### src/rtl/scs_regs.vh
`ifndef SCS_REGS_VH
`define SCS_REGS_VH
// ----------------------------------------
// timing
// ----------------------------------------
`define SCS_CLK_HZ 50000000
`define SCS_MS_PER_S 1000
// cycles per millisecond of the time base
`define SCS_TICK_CYC (`SCS_CLK_HZ / `SCS_MS_PER_S)
// fallback time, tenths of a minute (1.5 min)
`define SCS_TMO_MIN_X10 15
`define SCS_TMO_S (`SCS_TMO_MIN_X10 * 60 / 10)
// ----------------------------------------
// millisecond figures, then interval limits in seconds
// ----------------------------------------
`define SCS_DAY_MS 34'h005265C00
`define SCS_HALF_DAY_MS 34'h002932E00
`define SCS_MIN_MS 34'h00000EA60
`define SCS_HALF_MIN_MS 34'h000007530
`define SCS_STEP_MS 34'h000000FA0
`define SCS_DEV_LIM 34'h000007FFF
`define SCS_FDEV_LIM 34'h00000007D
`define SCS_HOUR_MS 34'h00036EE80
`define SCS_ZONE_MS 34'h000008CA0
`define SCS_INTV_MAX 10'h3E8
`define SCS_INTV_HALF 10'h1F4
// ----------------------------------------
// register offsets
// ----------------------------------------
`define SCS_A_CTRL 8'h00
`define SCS_A_TIME 8'h04
`define SCS_A_SYNC 8'h08
`define SCS_A_CODE 8'h0C
`define SCS_A_OFFS 8'h10
`define SCS_A_ZONE 8'h14
`define SCS_A_INTV 8'h18
`define SCS_A_STAT 8'h1C
`define SCS_A_DEV 8'h20
// control fields
`define SCS_C_SEL 1:0
`define SCS_C_POL1 2
`define SCS_C_POL2 3
`define SCS_C_VPULSE 4
`define SCS_C_DST 5
`define SCS_C_DRIFT 6
// minute pulse selector values
`define SCS_SEL_NONE 2'h0
`define SCS_SEL_ONE 2'h1
`define SCS_SEL_TWO 2'h2
`define SCS_SEL_VIRT 2'h3
// sync source codes
`define SCS_SRC_INT 4'h0
`define SCS_SRC_DI 4'h1
`define SCS_SRC_NTP 4'h2
`define SCS_SRC_SER 4'h3
`define SCS_SRC_MB 4'h4
`define SCS_SRC_MBTCP 4'h5
`define SCS_SRC_FBUS 4'h6
`define SCS_SRC_TC101 4'h7
`define SCS_SRC_TC103 4'h8
`define SCS_SRC_DNP 4'h9
`endif

### src/rtl/scs_sync_core.v
// Contract
// - no backward step while error under 4s
// - pins or virtual pulse as minute source
// - selector: none, input one, input two, virtual
// - pulse edge rounds time to nearest minute
// - no input filter, polarity selects edge
// - each sync message updates source indicator
// - no sync for 1.5 min: internal
// - indicator internal after timeout, 90s used
// - distinct codes per sync source
// - 16-bit message counter wraps around
// - signed deviation clamped to 32767 ms
// - filtered deviation within 125 ms applied
// - constant offset added to source time
// - positive offset compensates lagging source
// - one ms correction per adjust interval
// - drift sign picks retard or advance
// - external sync learns interval and sign
// - zone offset hours for network time
// - summer time enable for network time
// - deviation under 4 s removed gradually, 4 s or more stepped
// - auto-adjust step exactly one ms
`timescale 1ns/1ns
`default_nettype none
`include "scs_regs.vh"

module scs_sync_core #(
  parameter TICK_CYC = `SCS_TICK_CYC
) (
  // clock and reset
  input wire clk,
  input wire nrst,
  // apb slave
  input wire psel,
  input wire penable,
  input wire pwrite,
  input wire [7:0] paddr,
  input wire [31:0] pwdata,
  output reg [31:0] prdata,
  output wire pready,
  output wire pslverr,
  // minute pulse pins
  input wire pulse_input_one,
  input wire pulse_input_two,
  // time and state
  output reg [26:0] time_ms,
  output reg [3:0] active_sync_source
);

  // ----------------------------------------
  // helpers
  // ----------------------------------------
  // saturate to +-lim
  function signed [33:0] scs_sat;
    input signed [33:0] x;
    input signed [33:0] lim;
    begin
      if (x > lim)
        scs_sat = lim;
      else if (x < -lim)
        scs_sat = -lim;
      else
        scs_sat = x;
    end
  endfunction

  // wrap into one day
  function [33:0] scs_wrap;
    input signed [33:0] x;
    begin
      if (x < 0)
        scs_wrap = x + `SCS_DAY_MS;
      else if (x >= `SCS_DAY_MS)
        scs_wrap = x - `SCS_DAY_MS;
      else
        scs_wrap = x;
    end
  endfunction

  // full-width constants, then cut to the counter widths on purpose
  localparam [31:0] TICK_FULL = TICK_CYC - 1;
  localparam [15:0] TICK_LAST = TICK_FULL[15:0];
  localparam [31:0] MS_FULL = `SCS_MS_PER_S - 1;
  localparam [9:0] MS_LAST = MS_FULL[9:0];
  localparam [31:0] TMO_FULL = `SCS_TMO_S;
  localparam [6:0] TMO_S = TMO_FULL[6:0];

  // ----------------------------------------
  // state
  // ----------------------------------------
  reg [15:0] pre_r; // cycle prescaler
  reg [9:0] msec_r; // ms within second
  reg [6:0] idle_r; // seconds since sync
  reg [15:0] cnt_r; // message counter
  reg signed [15:0] dev_r; // latest deviation
  reg signed [7:0] fdev_r; // filtered deviation
  reg signed [7:0] slew_r; // ms still to remove
  reg [1:0] sel_r; // minute pulse select
  reg [1:0] pol_r; // input inversion
  reg dst_r; // summer time enable
  reg drift_r; // 1 lead, 0 lag
  reg [3:0] code_r; // next message source
  reg signed [31:0] offs_r; // source offset ms
  reg signed [11:0] zone_r; // zone, 0.01 h
  reg [9:0] intv_r; // adjust interval s
  reg [9:0] acnt_r; // seconds in interval
  reg apend_r; // adjust step due
  reg [1:0] s1_r; // first sync stage
  reg [1:0] s2_r; // second sync stage
  reg [1:0] lv_r; // previous level

  // ----------------------------------------
  // bus decode
  // ----------------------------------------
  wire acc = psel & penable;
  wire wr = acc & pwrite;
  wire setup = psel & ~penable;
  reg hit;

  // known offsets
  always @* begin
    case (paddr)
      `SCS_A_CTRL, `SCS_A_TIME, `SCS_A_SYNC,
      `SCS_A_CODE, `SCS_A_OFFS, `SCS_A_ZONE,
      `SCS_A_INTV, `SCS_A_STAT, `SCS_A_DEV: hit = 1'b1;
      default: hit = 1'b0;
    endcase
  end

  assign pready = 1'b1;
  assign pslverr = acc & ~hit;

  // ----------------------------------------
  // events
  // ----------------------------------------
  wire tick = (pre_r == TICK_LAST);
  wire sec = tick & (msec_r == MS_LAST);
  // leading edge after polarity, no filter
  wire [1:0] lvl = s2_r ^ pol_r;
  wire [1:0] rise = lvl & ~lv_r;
  wire vpul = wr & (paddr == `SCS_A_CTRL) & pwdata[`SCS_C_VPULSE];
  reg pev;

  // selected minute pulse
  always @* begin
    case (sel_r)
      `SCS_SEL_ONE: pev = rise[0];
      `SCS_SEL_TWO: pev = rise[1];
      `SCS_SEL_VIRT: pev = vpul;
      default: pev = 1'b0;
    endcase
  end

  wire mev = wr & (paddr == `SCS_A_SYNC);
  wire ev = pev | mev;

  // ----------------------------------------
  // deviation math
  // ----------------------------------------
  reg signed [33:0] now;
  reg signed [33:0] adj;
  reg signed [33:0] dfull;
  reg signed [33:0] rem;
  reg signed [33:0] dclp;
  reg signed [33:0] favg;
  reg signed [33:0] fclp;
  reg [33:0] tgt;
  reg big;

  always @* begin
    now = {7'h00, time_ms};
    rem = now % `SCS_MIN_MS;
    // source time with offset, plus zone and summer hour for network time only
    adj = {7'h00, pwdata[26:0]} + {{2{offs_r[31]}}, offs_r};
    if (code_r == `SCS_SRC_NTP) begin
      adj = adj + {{22{zone_r[11]}}, zone_r} * `SCS_ZONE_MS;
      if (dst_r)
        adj = adj + `SCS_HOUR_MS;
    end
    adj = scs_wrap(adj);
    // positive: clock ahead of source
    if (pev) begin
      if (rem < `SCS_HALF_MIN_MS)
        dfull = rem;
      else
        dfull = rem - `SCS_MIN_MS;
    end else begin
      dfull = now - adj;
      // constants made signed, else a negative deviation compares as huge
      if (dfull > $signed(`SCS_HALF_DAY_MS))
        dfull = dfull - `SCS_DAY_MS;
      else if (dfull < -$signed(`SCS_HALF_DAY_MS))
        dfull = dfull + `SCS_DAY_MS;
    end
    dclp = scs_sat(dfull, `SCS_DEV_LIM);
    // mean of this and last deviation, arithmetic shift keeps the sign
    favg = (dclp + $signed({{18{dev_r[15]}}, dev_r})) >>> 1;
    fclp = scs_sat(favg, `SCS_FDEV_LIM);
    big = (dfull >= $signed(`SCS_STEP_MS)) | (dfull <= -$signed(`SCS_STEP_MS));
    tgt = scs_wrap(now - dfull);
  end

  // ----------------------------------------
  // pin synchronisers
  // ----------------------------------------
  // two stages, then edge memory
  always @(posedge clk) begin
    if (!nrst) begin
      s1_r <= 2'h0;
      s2_r <= 2'h0;
      lv_r <= 2'h0;
    end else begin
      s1_r <= {pulse_input_two, pulse_input_one};
      s2_r <= s1_r;
      lv_r <= lvl;
    end
  end

  // ----------------------------------------
  // millisecond time base
  // ----------------------------------------
  reg [1:0] step; // ms added this tick

  // pick increment: 0 slows, 2 speeds
  always @* begin
    if (slew_r > 0)
      step = 2'h0;
    else if (slew_r < 0)
      step = 2'h2;
    else if (apend_r)
      step = drift_r ? 2'h0 : 2'h2;
    else
      step = 2'h1;
  end

  wire [33:0] tinc = scs_wrap(now + {32'h0, step});

  // prescaler and time counter
  always @(posedge clk) begin
    if (!nrst) begin
      pre_r <= 16'h0000;
      msec_r <= 10'h000;
      time_ms <= 27'h0000000;
    end else begin
      pre_r <= tick ? 16'h0000 : pre_r + 16'h0001;
      if (tick)
        msec_r <= (msec_r == MS_LAST) ? 10'h000 : msec_r + 10'h001;
      if (wr & (paddr == `SCS_A_TIME))
        time_ms <= (pwdata[26:0] < `SCS_DAY_MS) ? pwdata[26:0] : 27'h0000000;
      else if (ev & big)
        time_ms <= tgt[26:0];
      else if (tick)
        time_ms <= tinc[26:0];
    end
  end

  // ----------------------------------------
  // correction and auto-adjust
  // ----------------------------------------
  always @(posedge clk) begin
    if (!nrst) begin
      slew_r <= 8'h00;
      acnt_r <= 10'h000;
      apend_r <= 1'b0;
    end else begin
      // new sync sets remaining correction
      if (ev)
        slew_r <= big ? 8'h00 : fclp[7:0];
      else if (tick & (slew_r > 0))
        slew_r <= slew_r - 8'sh01;
      else if (tick & (slew_r < 0))
        slew_r <= slew_r + 8'sh01;
      // one step per interval
      if (intv_r == 10'h000) begin
        acnt_r <= 10'h000;
        apend_r <= 1'b0;
      end else begin
        if (sec) begin
          if (acnt_r + 10'h001 >= intv_r) begin
            acnt_r <= 10'h000;
            apend_r <= 1'b1;
          end else begin
            acnt_r <= acnt_r + 10'h001;
          end
        end else if (tick & (slew_r == 0)) begin
          apend_r <= 1'b0;
        end
      end
    end
  end

  // ----------------------------------------
  // source, counter, deviations
  // ----------------------------------------
  always @(posedge clk) begin
    if (!nrst) begin
      active_sync_source <= `SCS_SRC_INT;
      idle_r <= 7'h00;
      cnt_r <= 16'h0000;
      dev_r <= 16'h0000;
      fdev_r <= 8'h00;
    end else begin
      if (ev) begin
        active_sync_source <= pev ? `SCS_SRC_DI : code_r;
        idle_r <= 7'h00;
        cnt_r <= cnt_r + 16'h0001;
        dev_r <= dclp[15:0];
        fdev_r <= big ? 8'h00 : fclp[7:0];
      end else if (sec) begin
        if (idle_r == TMO_S)
          active_sync_source <= `SCS_SRC_INT;
        else
          idle_r <= idle_r + 7'h01;
      end
    end
  end

  // ----------------------------------------
  // settings and learning
  // ----------------------------------------
  always @(posedge clk) begin
    if (!nrst) begin
      sel_r <= `SCS_SEL_NONE;
      pol_r <= 2'h0;
      dst_r <= 1'b0;
      drift_r <= 1'b0;
      code_r <= `SCS_SRC_NTP;
      offs_r <= 32'h00000000;
      zone_r <= 12'h000;
      intv_r <= 10'h000;
    end else begin
      if (wr & (paddr == `SCS_A_CTRL)) begin
        sel_r <= pwdata[`SCS_C_SEL];
        pol_r <= pwdata[`SCS_C_POL2:`SCS_C_POL1];
        dst_r <= pwdata[`SCS_C_DST];
      end
      if (wr & (paddr == `SCS_A_CODE))
        code_r <= pwdata[3:0];
      if (wr & (paddr == `SCS_A_OFFS))
        offs_r <= pwdata;
      if (wr & (paddr == `SCS_A_ZONE))
        zone_r <= pwdata[11:0];
      // learning overrides software values
      if (ev & ~big & (fclp != 0)) begin
        if (intv_r == 10'h000) begin
          intv_r <= `SCS_INTV_MAX;
          drift_r <= (fclp > 0);
        end else if (drift_r == (fclp > 0)) begin
          intv_r <= (intv_r > 10'h001) ? {1'b0, intv_r[9:1]} : 10'h001;
        end else begin
          intv_r <= (intv_r >= `SCS_INTV_HALF) ? `SCS_INTV_MAX : {intv_r[8:0], 1'b0};
        end
      end else if (wr & (paddr == `SCS_A_INTV)) begin
        intv_r <= (pwdata[9:0] > `SCS_INTV_MAX) ? `SCS_INTV_MAX : pwdata[9:0];
      end else if (wr & (paddr == `SCS_A_CTRL)) begin
        drift_r <= pwdata[`SCS_C_DRIFT];
      end
    end
  end

  // ----------------------------------------
  // read data
  // ----------------------------------------
  // captured in setup, valid in access
  always @(posedge clk) begin
    if (!nrst) begin
      prdata <= 32'h00000000;
    end else if (setup) begin
      case (paddr)
        `SCS_A_CTRL: prdata <= {25'h0, drift_r, dst_r, 1'b0, pol_r, sel_r};
        `SCS_A_TIME: prdata <= {5'h00, time_ms};
        `SCS_A_CODE: prdata <= {28'h0, code_r};
        `SCS_A_OFFS: prdata <= offs_r;
        `SCS_A_ZONE: prdata <= {{20{zone_r[11]}}, zone_r};
        `SCS_A_INTV: prdata <= {22'h0, intv_r};
        `SCS_A_STAT: prdata <= {cnt_r, 12'h000, active_sync_source};
        `SCS_A_DEV: prdata <= {{8{fdev_r[7]}}, fdev_r, dev_r};
        default: prdata <= 32'h00000000;
      endcase
    end
  end

endmodule // scs_sync_core
`default_nettype wire

### config.mk
export PLATFORM = sky130hd
export DESIGN_NAME = scs_sync_core
export DESIGN_NICKNAME = d
export VERILOG_FILES = /design/src/rtl/scs_sync_core.v
export VERILOG_INCLUDE_DIRS = /design/src /design/src/rtl
export SDC_FILE = /design/constraint.sdc
export NUM_CORES = 2
export LEC_CHECK = 0
export ABC_AREA = 1
export CORE_UTILIZATION = 50
export DETAILED_ROUTE_END_ITERATION = 10
export DONT_BUFFER_PORTS = 1
export PLACE_DENSITY_LB_ADDON = 0.08
export SKIP_CTS_REPAIR_TIMING = 1
export SLEW_MARGIN = 10
export SYNTH_ARGS = -nofsm -noshare
export SYNTH_HDL_FRONTEND = slang
export SYNTH_SLANG_ARGS = --single-unit
export TNS_END_PERCENT = 50
### constraint.sdc
create_clock -name clk -period 44.7 [get_ports clk]
set_clock_uncertainty 0.1 [all_clocks]
set_input_delay 6.705 -clock clk [delete_from_list [all_inputs] [get_ports clk]]
set_output_delay 6.705 -clock clk [all_outputs]
set_load 0.005 [all_outputs]
Word level (Yosys, flattened, before mapping):

Cells that the tools add are included.

* add/subtract/negate cells: 23
* $mul: 1
* div/mod/pow operators: 1
* order comparisons: 23
* equal/unequal tests: 19
* multiplexer cells: 51
* bitwise logic cells: 29
* reduce and logical (&&, ||, !) cells: 19

Operator list (number)
* 34-bit two-way mux: 12
* 32-bit case mux with 8 select lines: 1
* 27-bit two-way mux: 8
* 10-bit two-way mux: 8
* 34-bit by 27-bit adder with 34-bit output, second input constant: 2
* 34-bit by 27-bit greater-or-equal comparator with 1-bit output, second input constant: 2
* 34-bit by 1-bit less-than comparator with 1-bit output, second input constant: 2
* 28-bit by 34-bit subtractor with 34-bit output: 2
* 34-bit by 27-bit subtractor with 34-bit output, second input constant: 2
* 27-bit adder, second input constant: 2
* 27-bit subtractor, second input constant: 2
* 34-bit by 16-bit adder with 34-bit output: 1
* 34-bit by 22-bit adder with 34-bit output, second input constant: 1
* 34-bit adder: 1
* 34-bit by 13-bit greater-or-equal comparator with 1-bit output, second input constant: 1
* 34-bit by 1-bit > comparator with 1-bit output, second input constant: 1
* 34-bit by 16-bit > comparator with 1-bit output, second input constant: 1
* 34-bit by 27-bit > comparator with 1-bit output, second input constant: 1
* 34-bit by 13-bit <= comparator with 1-bit output, second input constant: 1
* 34-bit by 15-bit less-than comparator with 1-bit output, second input constant: 1
* 34-bit by 16-bit less-than comparator with 1-bit output, second input constant: 1
* 34-bit by 27-bit less-than comparator with 1-bit output, second input constant: 1
* 27-bit by 16-bit modulo with 34-bit output, second input constant: 1
* 34-bit by 11-bit multiplier with 29-bit output, second input constant: 1
* 54 further kinds: 110

* flip-flop bits (word level): 225
* input bits: 47
* output and inout port bits: 65

Logic depth before layout (Yosys ltp):

* word-level depth: 25
* mapped depth: 170
* mapped depth without buffers: 164

Least setup slack after synthesis:

Ideal clock, no wire load.

* path kind: input port to flip-flop
* start: in pwdata[0]
* end: reg drift_r
* data arrival time: 24134 ps
* data required time: 44487 ps
* setup slack: 20354 ps
* stages: 138
* path buffers: 4
* cells stage by stage: ha_1 -> fa_1 -> a21oi_1 -> o21bai_1 -> a21oi_1 -> o21bai_1 -> xor2_1 -> inv_1 -> fa_1 -> o21ai_0 -> a21oi_1 -> o21bai_1 -> nand3_1 -> nand2_1 -> a21oi_1 -> inv_1 -> a21oi_1 -> o21ai_0 -> [... 102 more ...] -> ha_1 -> nor2_1 -> nand3b_1 -> nor3_1 -> nand3b_1 -> nor2_1 -> nand4_1 -> nor2_1 -> nand3_1 -> nor2_1 -> nand2_1 -> nand2_2 -> buf_4 -> inv_2 -> o21bai_1 -> nand2_1 -> nand2_1 -> nor2_1

* cells in the longest elaborated chain, start to end: 24
* elaborated cells between the ends (all ways): 42

RTL lines
* start, declared: RTL line scs_sync_core.v:38 `input wire [31:0] pwdata,`
* 28-bit by 32-bit adder with 33-bit output (*): RTL line scs_sync_core.v:174 `adj = {7'h00, pwdata[26:0]} + {{2{offs_r[31]}}, offs_r};`
* 34-bit adder (no line)
* 34-bit by 22-bit adder with 34-bit output (no line)
* 34-bit two-way mux: RTL line scs_sync_core.v:177 `if (dst_r)`
* 34-bit two-way mux (*): RTL line scs_sync_core.v:175 `` if (code_r == `SCS_SRC_NTP) begin ``
* 34-bit by 27-bit subtractor with 34-bit output (no line) or 34-bit by 27-bit greater-or-equal comparator with 1-bit output (tied branches)
* 34-bit two-way mux: RTL line scs_sync_core.v:73 `` else if (x >= `SCS_DAY_MS) ``
* 34-bit two-way mux (*): RTL line scs_sync_core.v:71 `if (x < 0)`
* 28-bit by 34-bit subtractor with 34-bit output (*): RTL line scs_sync_core.v:188 `dfull = now - adj;`
* 34-bit by 27-bit adder with 34-bit output (no line) or 34-bit by 27-bit less-than comparator with 1-bit output (tied branches)
* 34-bit two-way mux: RTL line scs_sync_core.v:192 `` else if (dfull < -$signed(`SCS_HALF_DAY_MS)) ``
* 34-bit two-way mux (*): RTL line scs_sync_core.v:190 `` if (dfull > $signed(`SCS_HALF_DAY_MS)) ``
* 34-bit two-way mux (*): RTL line scs_sync_core.v:182 `if (pev) begin`
* branches (longest 11 deep; another with 34-bit by 16-bit less-than comparator with 1-bit output)
* end signal, assigned: RTL line scs_sync_core.v:347 `drift_r <= (fclp > 0);`
* end signal, assigned: RTL line scs_sync_core.v:356 `` drift_r <= pwdata[`SCS_C_DRIFT]; ``
* end, declared: RTL line scs_sync_core.v:101 `reg drift_r;`

Every way passes the cells marked *. The select of a mux whose other input is x is not followed.
A chain may end at the register's enable or synchronous reset.

Worst setup path in the final report:

* start: in pwdata[0]
* end: reg intv_r[2]

* cells in the longest elaborated chain, start to end: 25
* elaborated cells between the ends (all ways): 44

RTL lines
* 28-bit by 32-bit adder with 33-bit output (*): RTL line scs_sync_core.v:174
* 34-bit adder (no line)
* 34-bit by 22-bit adder with 34-bit output (no line)
* 34-bit two-way mux: RTL line scs_sync_core.v:177
* 34-bit two-way mux (*): RTL line scs_sync_core.v:175
* 34-bit by 27-bit subtractor with 34-bit output (no line) or 34-bit by 27-bit greater-or-equal comparator with 1-bit output (tied branches)
* 34-bit two-way mux: RTL line scs_sync_core.v:73
* 34-bit two-way mux (*): RTL line scs_sync_core.v:71
* [... 8 more ...]
* via dclp[1]: RTL line scs_sync_core.v:164 `reg signed [33:0] dclp;`
* [... 1 more ...]
* 33-bit by 8-bit less-than comparator with 1-bit output: RTL line scs_sync_core.v:60 `else if (x < -lim)`
* 34-bit two-way mux: RTL line scs_sync_core.v:60
* 34-bit two-way mux (*): RTL line scs_sync_core.v:58 `if (x > lim)`
* 34-bit by 1-bit > comparator with 1-bit output: RTL line scs_sync_core.v:348 `end else if (drift_r == (fclp > 0)) begin`
* 1-bit == test: RTL line scs_sync_core.v:348
* 10-bit two-way mux: RTL line scs_sync_core.v:348
* 10-bit two-way mux: RTL line scs_sync_core.v:345 `if (intv_r == 10'h000) begin`
* 10-bit two-way mux: RTL line scs_sync_core.v:344 `if (ev & ~big & (fclp != 0)) begin`
* end signal, assigned: RTL line scs_sync_core.v:346 `` intv_r <= `SCS_INTV_MAX; ``
* end signal, assigned: RTL line scs_sync_core.v:349 `intv_r <= (intv_r > 10'h001) ? {1'b0, intv_r[9:1]} : 10'h001;`
* end signal, assigned: RTL line scs_sync_core.v:351 `` intv_r <= (intv_r >= `SCS_INTV_HALF) ? `SCS_INTV_MAX : {intv_r[8:0], 1'b0}; ``
* end, declared: RTL line scs_sync_core.v:105 `reg [9:0] intv_r;`

The timed path passes the listed nets; every way through them passes the cells marked *. The select of a mux whose other input is x is not followed.

==> flow_summary.toml <==
[run_status]
outcome = "finished, final reports clean"

[timing]
slew_violations = 0
rsz0062_at_grt = "no"
final_hold_viol_count = 0
slew-limit-headroom = 0.263
fmax_mhz = 36.4
fin_crit_ns = 27.48
period_share = 0.615
finalSetupTns_ns = 0
setup_viol = 0
tightest_slew_ns = 1.09

[critical_path]
cp_common_cell = "nand2_1"
crit_type = "in2reg"
cp-end-kind = "flop"
crit_path_max_fanout = 25
ff2ff_setup_slack_ns = 22.05
arrival_ns = 27.83
worst-r2r-cell-count = 125
start_kind = "primary input"
crit_path_top_delay_cell = "nand2_1"
reg2reg_from = "zone_r[11]"
worstPathRequired_ns = 45.04
cpPeakStageDelay_ns = 0.58
r2r_end = "intv_r[2]"
cp.depth = 127
critical_path.top_delay_family = "simple AND/OR/NAND/NOR gates"
worst-path-buf-inv = 10

[place]
gp_congestion = 1.02
dp_hpwl_um = 90500
placed_cell_area_um2 = 32600
port_buffers = 0
dp_cells = 6012

[clock_tree]
cts_buffers = 24
clockBufferDepth = 3
clock_sink_count = 225
htree_levels = 1
cts_tree = "built"
insertion_delay_ns = 0.57
clkTransAtPathRegs_ns = 0.07
cts_root_buf = "clkbuf_16"

[synth]
syn_nets = 5587
seq_area_frac_synth = 0.141
ys_seq_elements = 225
synth_ff_type = "dfxtp_1"
synth_warnings = 0
postSynthCellCount = 5255
synth_cell_types = 87
synthArstFlopShare = 0
syn_area_per_cell_um2 = 6.08
synth_edf_count = 0
synth_area_um2 = 32000

[global_routing]
antenna_found_initial = 0
grt_pass1_vias = 31262
grt_max_degree = 121
track_usage = 0.334
busiest_layer = "met2"
met3_usage = 0.0502
grt_overflow = 0
grt_pass1_wl_um = 172000
grt_util_met2 = 0.546
grt.met1_usage = 0.439

[floorplanning]
die_x_um = 255
ios = 112
die_y_um = 255
initial_core_util = 0.507
core_um2 = 63100
rows = 92
die_area_um2 = 64900

[power]
power-per-cell-area_nw_per_um2 = 20.0
seqPwrFrac = 0.301
combPwrFrac = 0.394
power.switching_mw = 0.279
ir_drop_mv = 0.0317
netSwitchingFraction = 0.416
p_clk_frac = 0.305
p_int_mw = 0.391
finalPower_mw = 0.670
power_leakage_nw = 16.4

[layout]
layout_common_cells = "nand2_1 (1198), inv_1 (673), a21oi_1 (469)"
multi_input_area_um2 = 24100
drive_gt1_frac = 0.0833
fin_nets = 5524
area_growth_pct = 4.52
finalInstanceArea_um2 = 33400
seq_area_um2 = 4500
n_fill_cell = 6775
fin_cells = 6056
final_common_cell = "nand2_1"

[detailed_routing]
drc = 0
ant_nets = 0
drt-vias-per-instance = 5.63
drtPass1Iterations = 6
wl_um = 111000
wl_per_cell_um = 18.3
num_vias = 34082
drt_iter0_markers = 2910

[min_path]
hp-start = "s1_r[1]"
hp-class = "reg2reg"
holdPathStages = 2
whs_endpoint = "s2_r[1]"

[job]
drv_cap = 0
[sequential cells by signal (all words and copies together), names as in the netlist, 8 cells and up]
signal / cells
prdata: 32
zone_r: 12
offs_r: 32
intv_r: 10
time_ms: 27
slew_r: 8
dev_r: 16
fdev_r: 8
acnt_r: 10
pre_r: 16
cnt_r: 16
msec_r: 10
[cell usage after synthesis, drive strengths merged (6+ instances only)]
cell type	instances	area share
a211oi	7	0.0016
a21boi	8	0.0027
a21o	6	0.0014
a21oi	481	0.077
a221oi	20	0.0055
a31oi	20	0.0039
and2	7	0.0014
buf	40	0.010
clkbuf	74	0.0088
clkinv	11	0.0014
dfxtp	225	0.14
fa	39	0.024
ha	246	0.096
inv	727	0.086
nand2	1362	0.18
nand3	497	0.085
nand3b	30	0.0073
nand4	59	0.012
nor2	456	0.059
nor3	77	0.012
nor4	27	0.0053
o2111ai	15	0.0041
o211ai	29	0.0070
o21a	7	0.0016
o21ai	404	0.065
o21bai	21	0.0049
o22ai	27	0.0053
o31ai	9	0.0021
or2	29	0.0058
xnor2	46	0.013
xor2	203	0.057
[cell families (layout without fill, tap and decap cells)]
kind of cell    after synthesis  count (layout)  share of synthesized area
compound gates             1087            1087                      0.192
xor+xnor                    249             249                     0.0708
fa+ha+maj                   285             285                      0.121
buf+inv                     855             809                      0.107
flops                       225             225                      0.141
mux                           2               2                   0.000626
other cells                   1               2                   0.000117
simple gates               2551            2551                      0.368
[through the flow]
step	hold WS [ns]	setup WS (ns)	utilization
global route	0.337	14.77	0.529
floorplan	0.290	20.35	-
CTS	0.318	17.52	0.529
global placement	0.291	17.48	0.517
detailed placement	0.303	17.01	0.517
finish	0.312	17.22	0.530
[worst register-to-register path, delay by kind of cell (launching register included)]
kind            cells  cell delay (ns)
flops               1             0.82
compound gates     39             6.60
xor+xnor            4             0.67
fa+ha+maj          10             3.94
simple gates       61             9.04
buf+inv            11             1.34
[how the worst max path moves through the flow]
stage / from / to
3_3_place_gp: pwdata[0] / intv_r[9]
6_report: pwdata[0] / intv_r[2]
3_5_place_dp: pwdata[0] / intv_r[2]
2_1_floorplan: pwdata[0] / drift_r
4_1_cts: pwdata[0] / intv_r[2]
5_1_grt: pwdata[0] / intv_r[3]
[per-layer routing]
layer	vias to the layer above	wire (µm)	part of all wire
li1	17277	-	-
met1	15578	49300	0.45
met2	1033	49300	0.44
met3	194	7860	0.071
met4	0	4370	0.039
met5	-	0	0
[power by group through the flow]
stage	clock network [mW]	logic, mW	registers [mW]
detailed placement	0	0.258	0.206
CTS	0.207	0.260	0.201
global route	0.214	0.293	0.201
finish	0.204	0.264	0.201
global placement	0	0.260	0.206
floorplan	0	0.196	0.206
[final cells by class]
type / count / area share
multi-input cells: 4175 / 0.721
flip-flops and latches: 225 / 0.135
inverters: 738 / 0.0832
well taps: 846 / 0.0317
clock buffers: 32 / 0.0201
repair buffers: 28 / 0.00629
clock inverters: 11 / 0.00322
diodes: 1 / 0.0000749
Power figures use the tool's default switching activity.
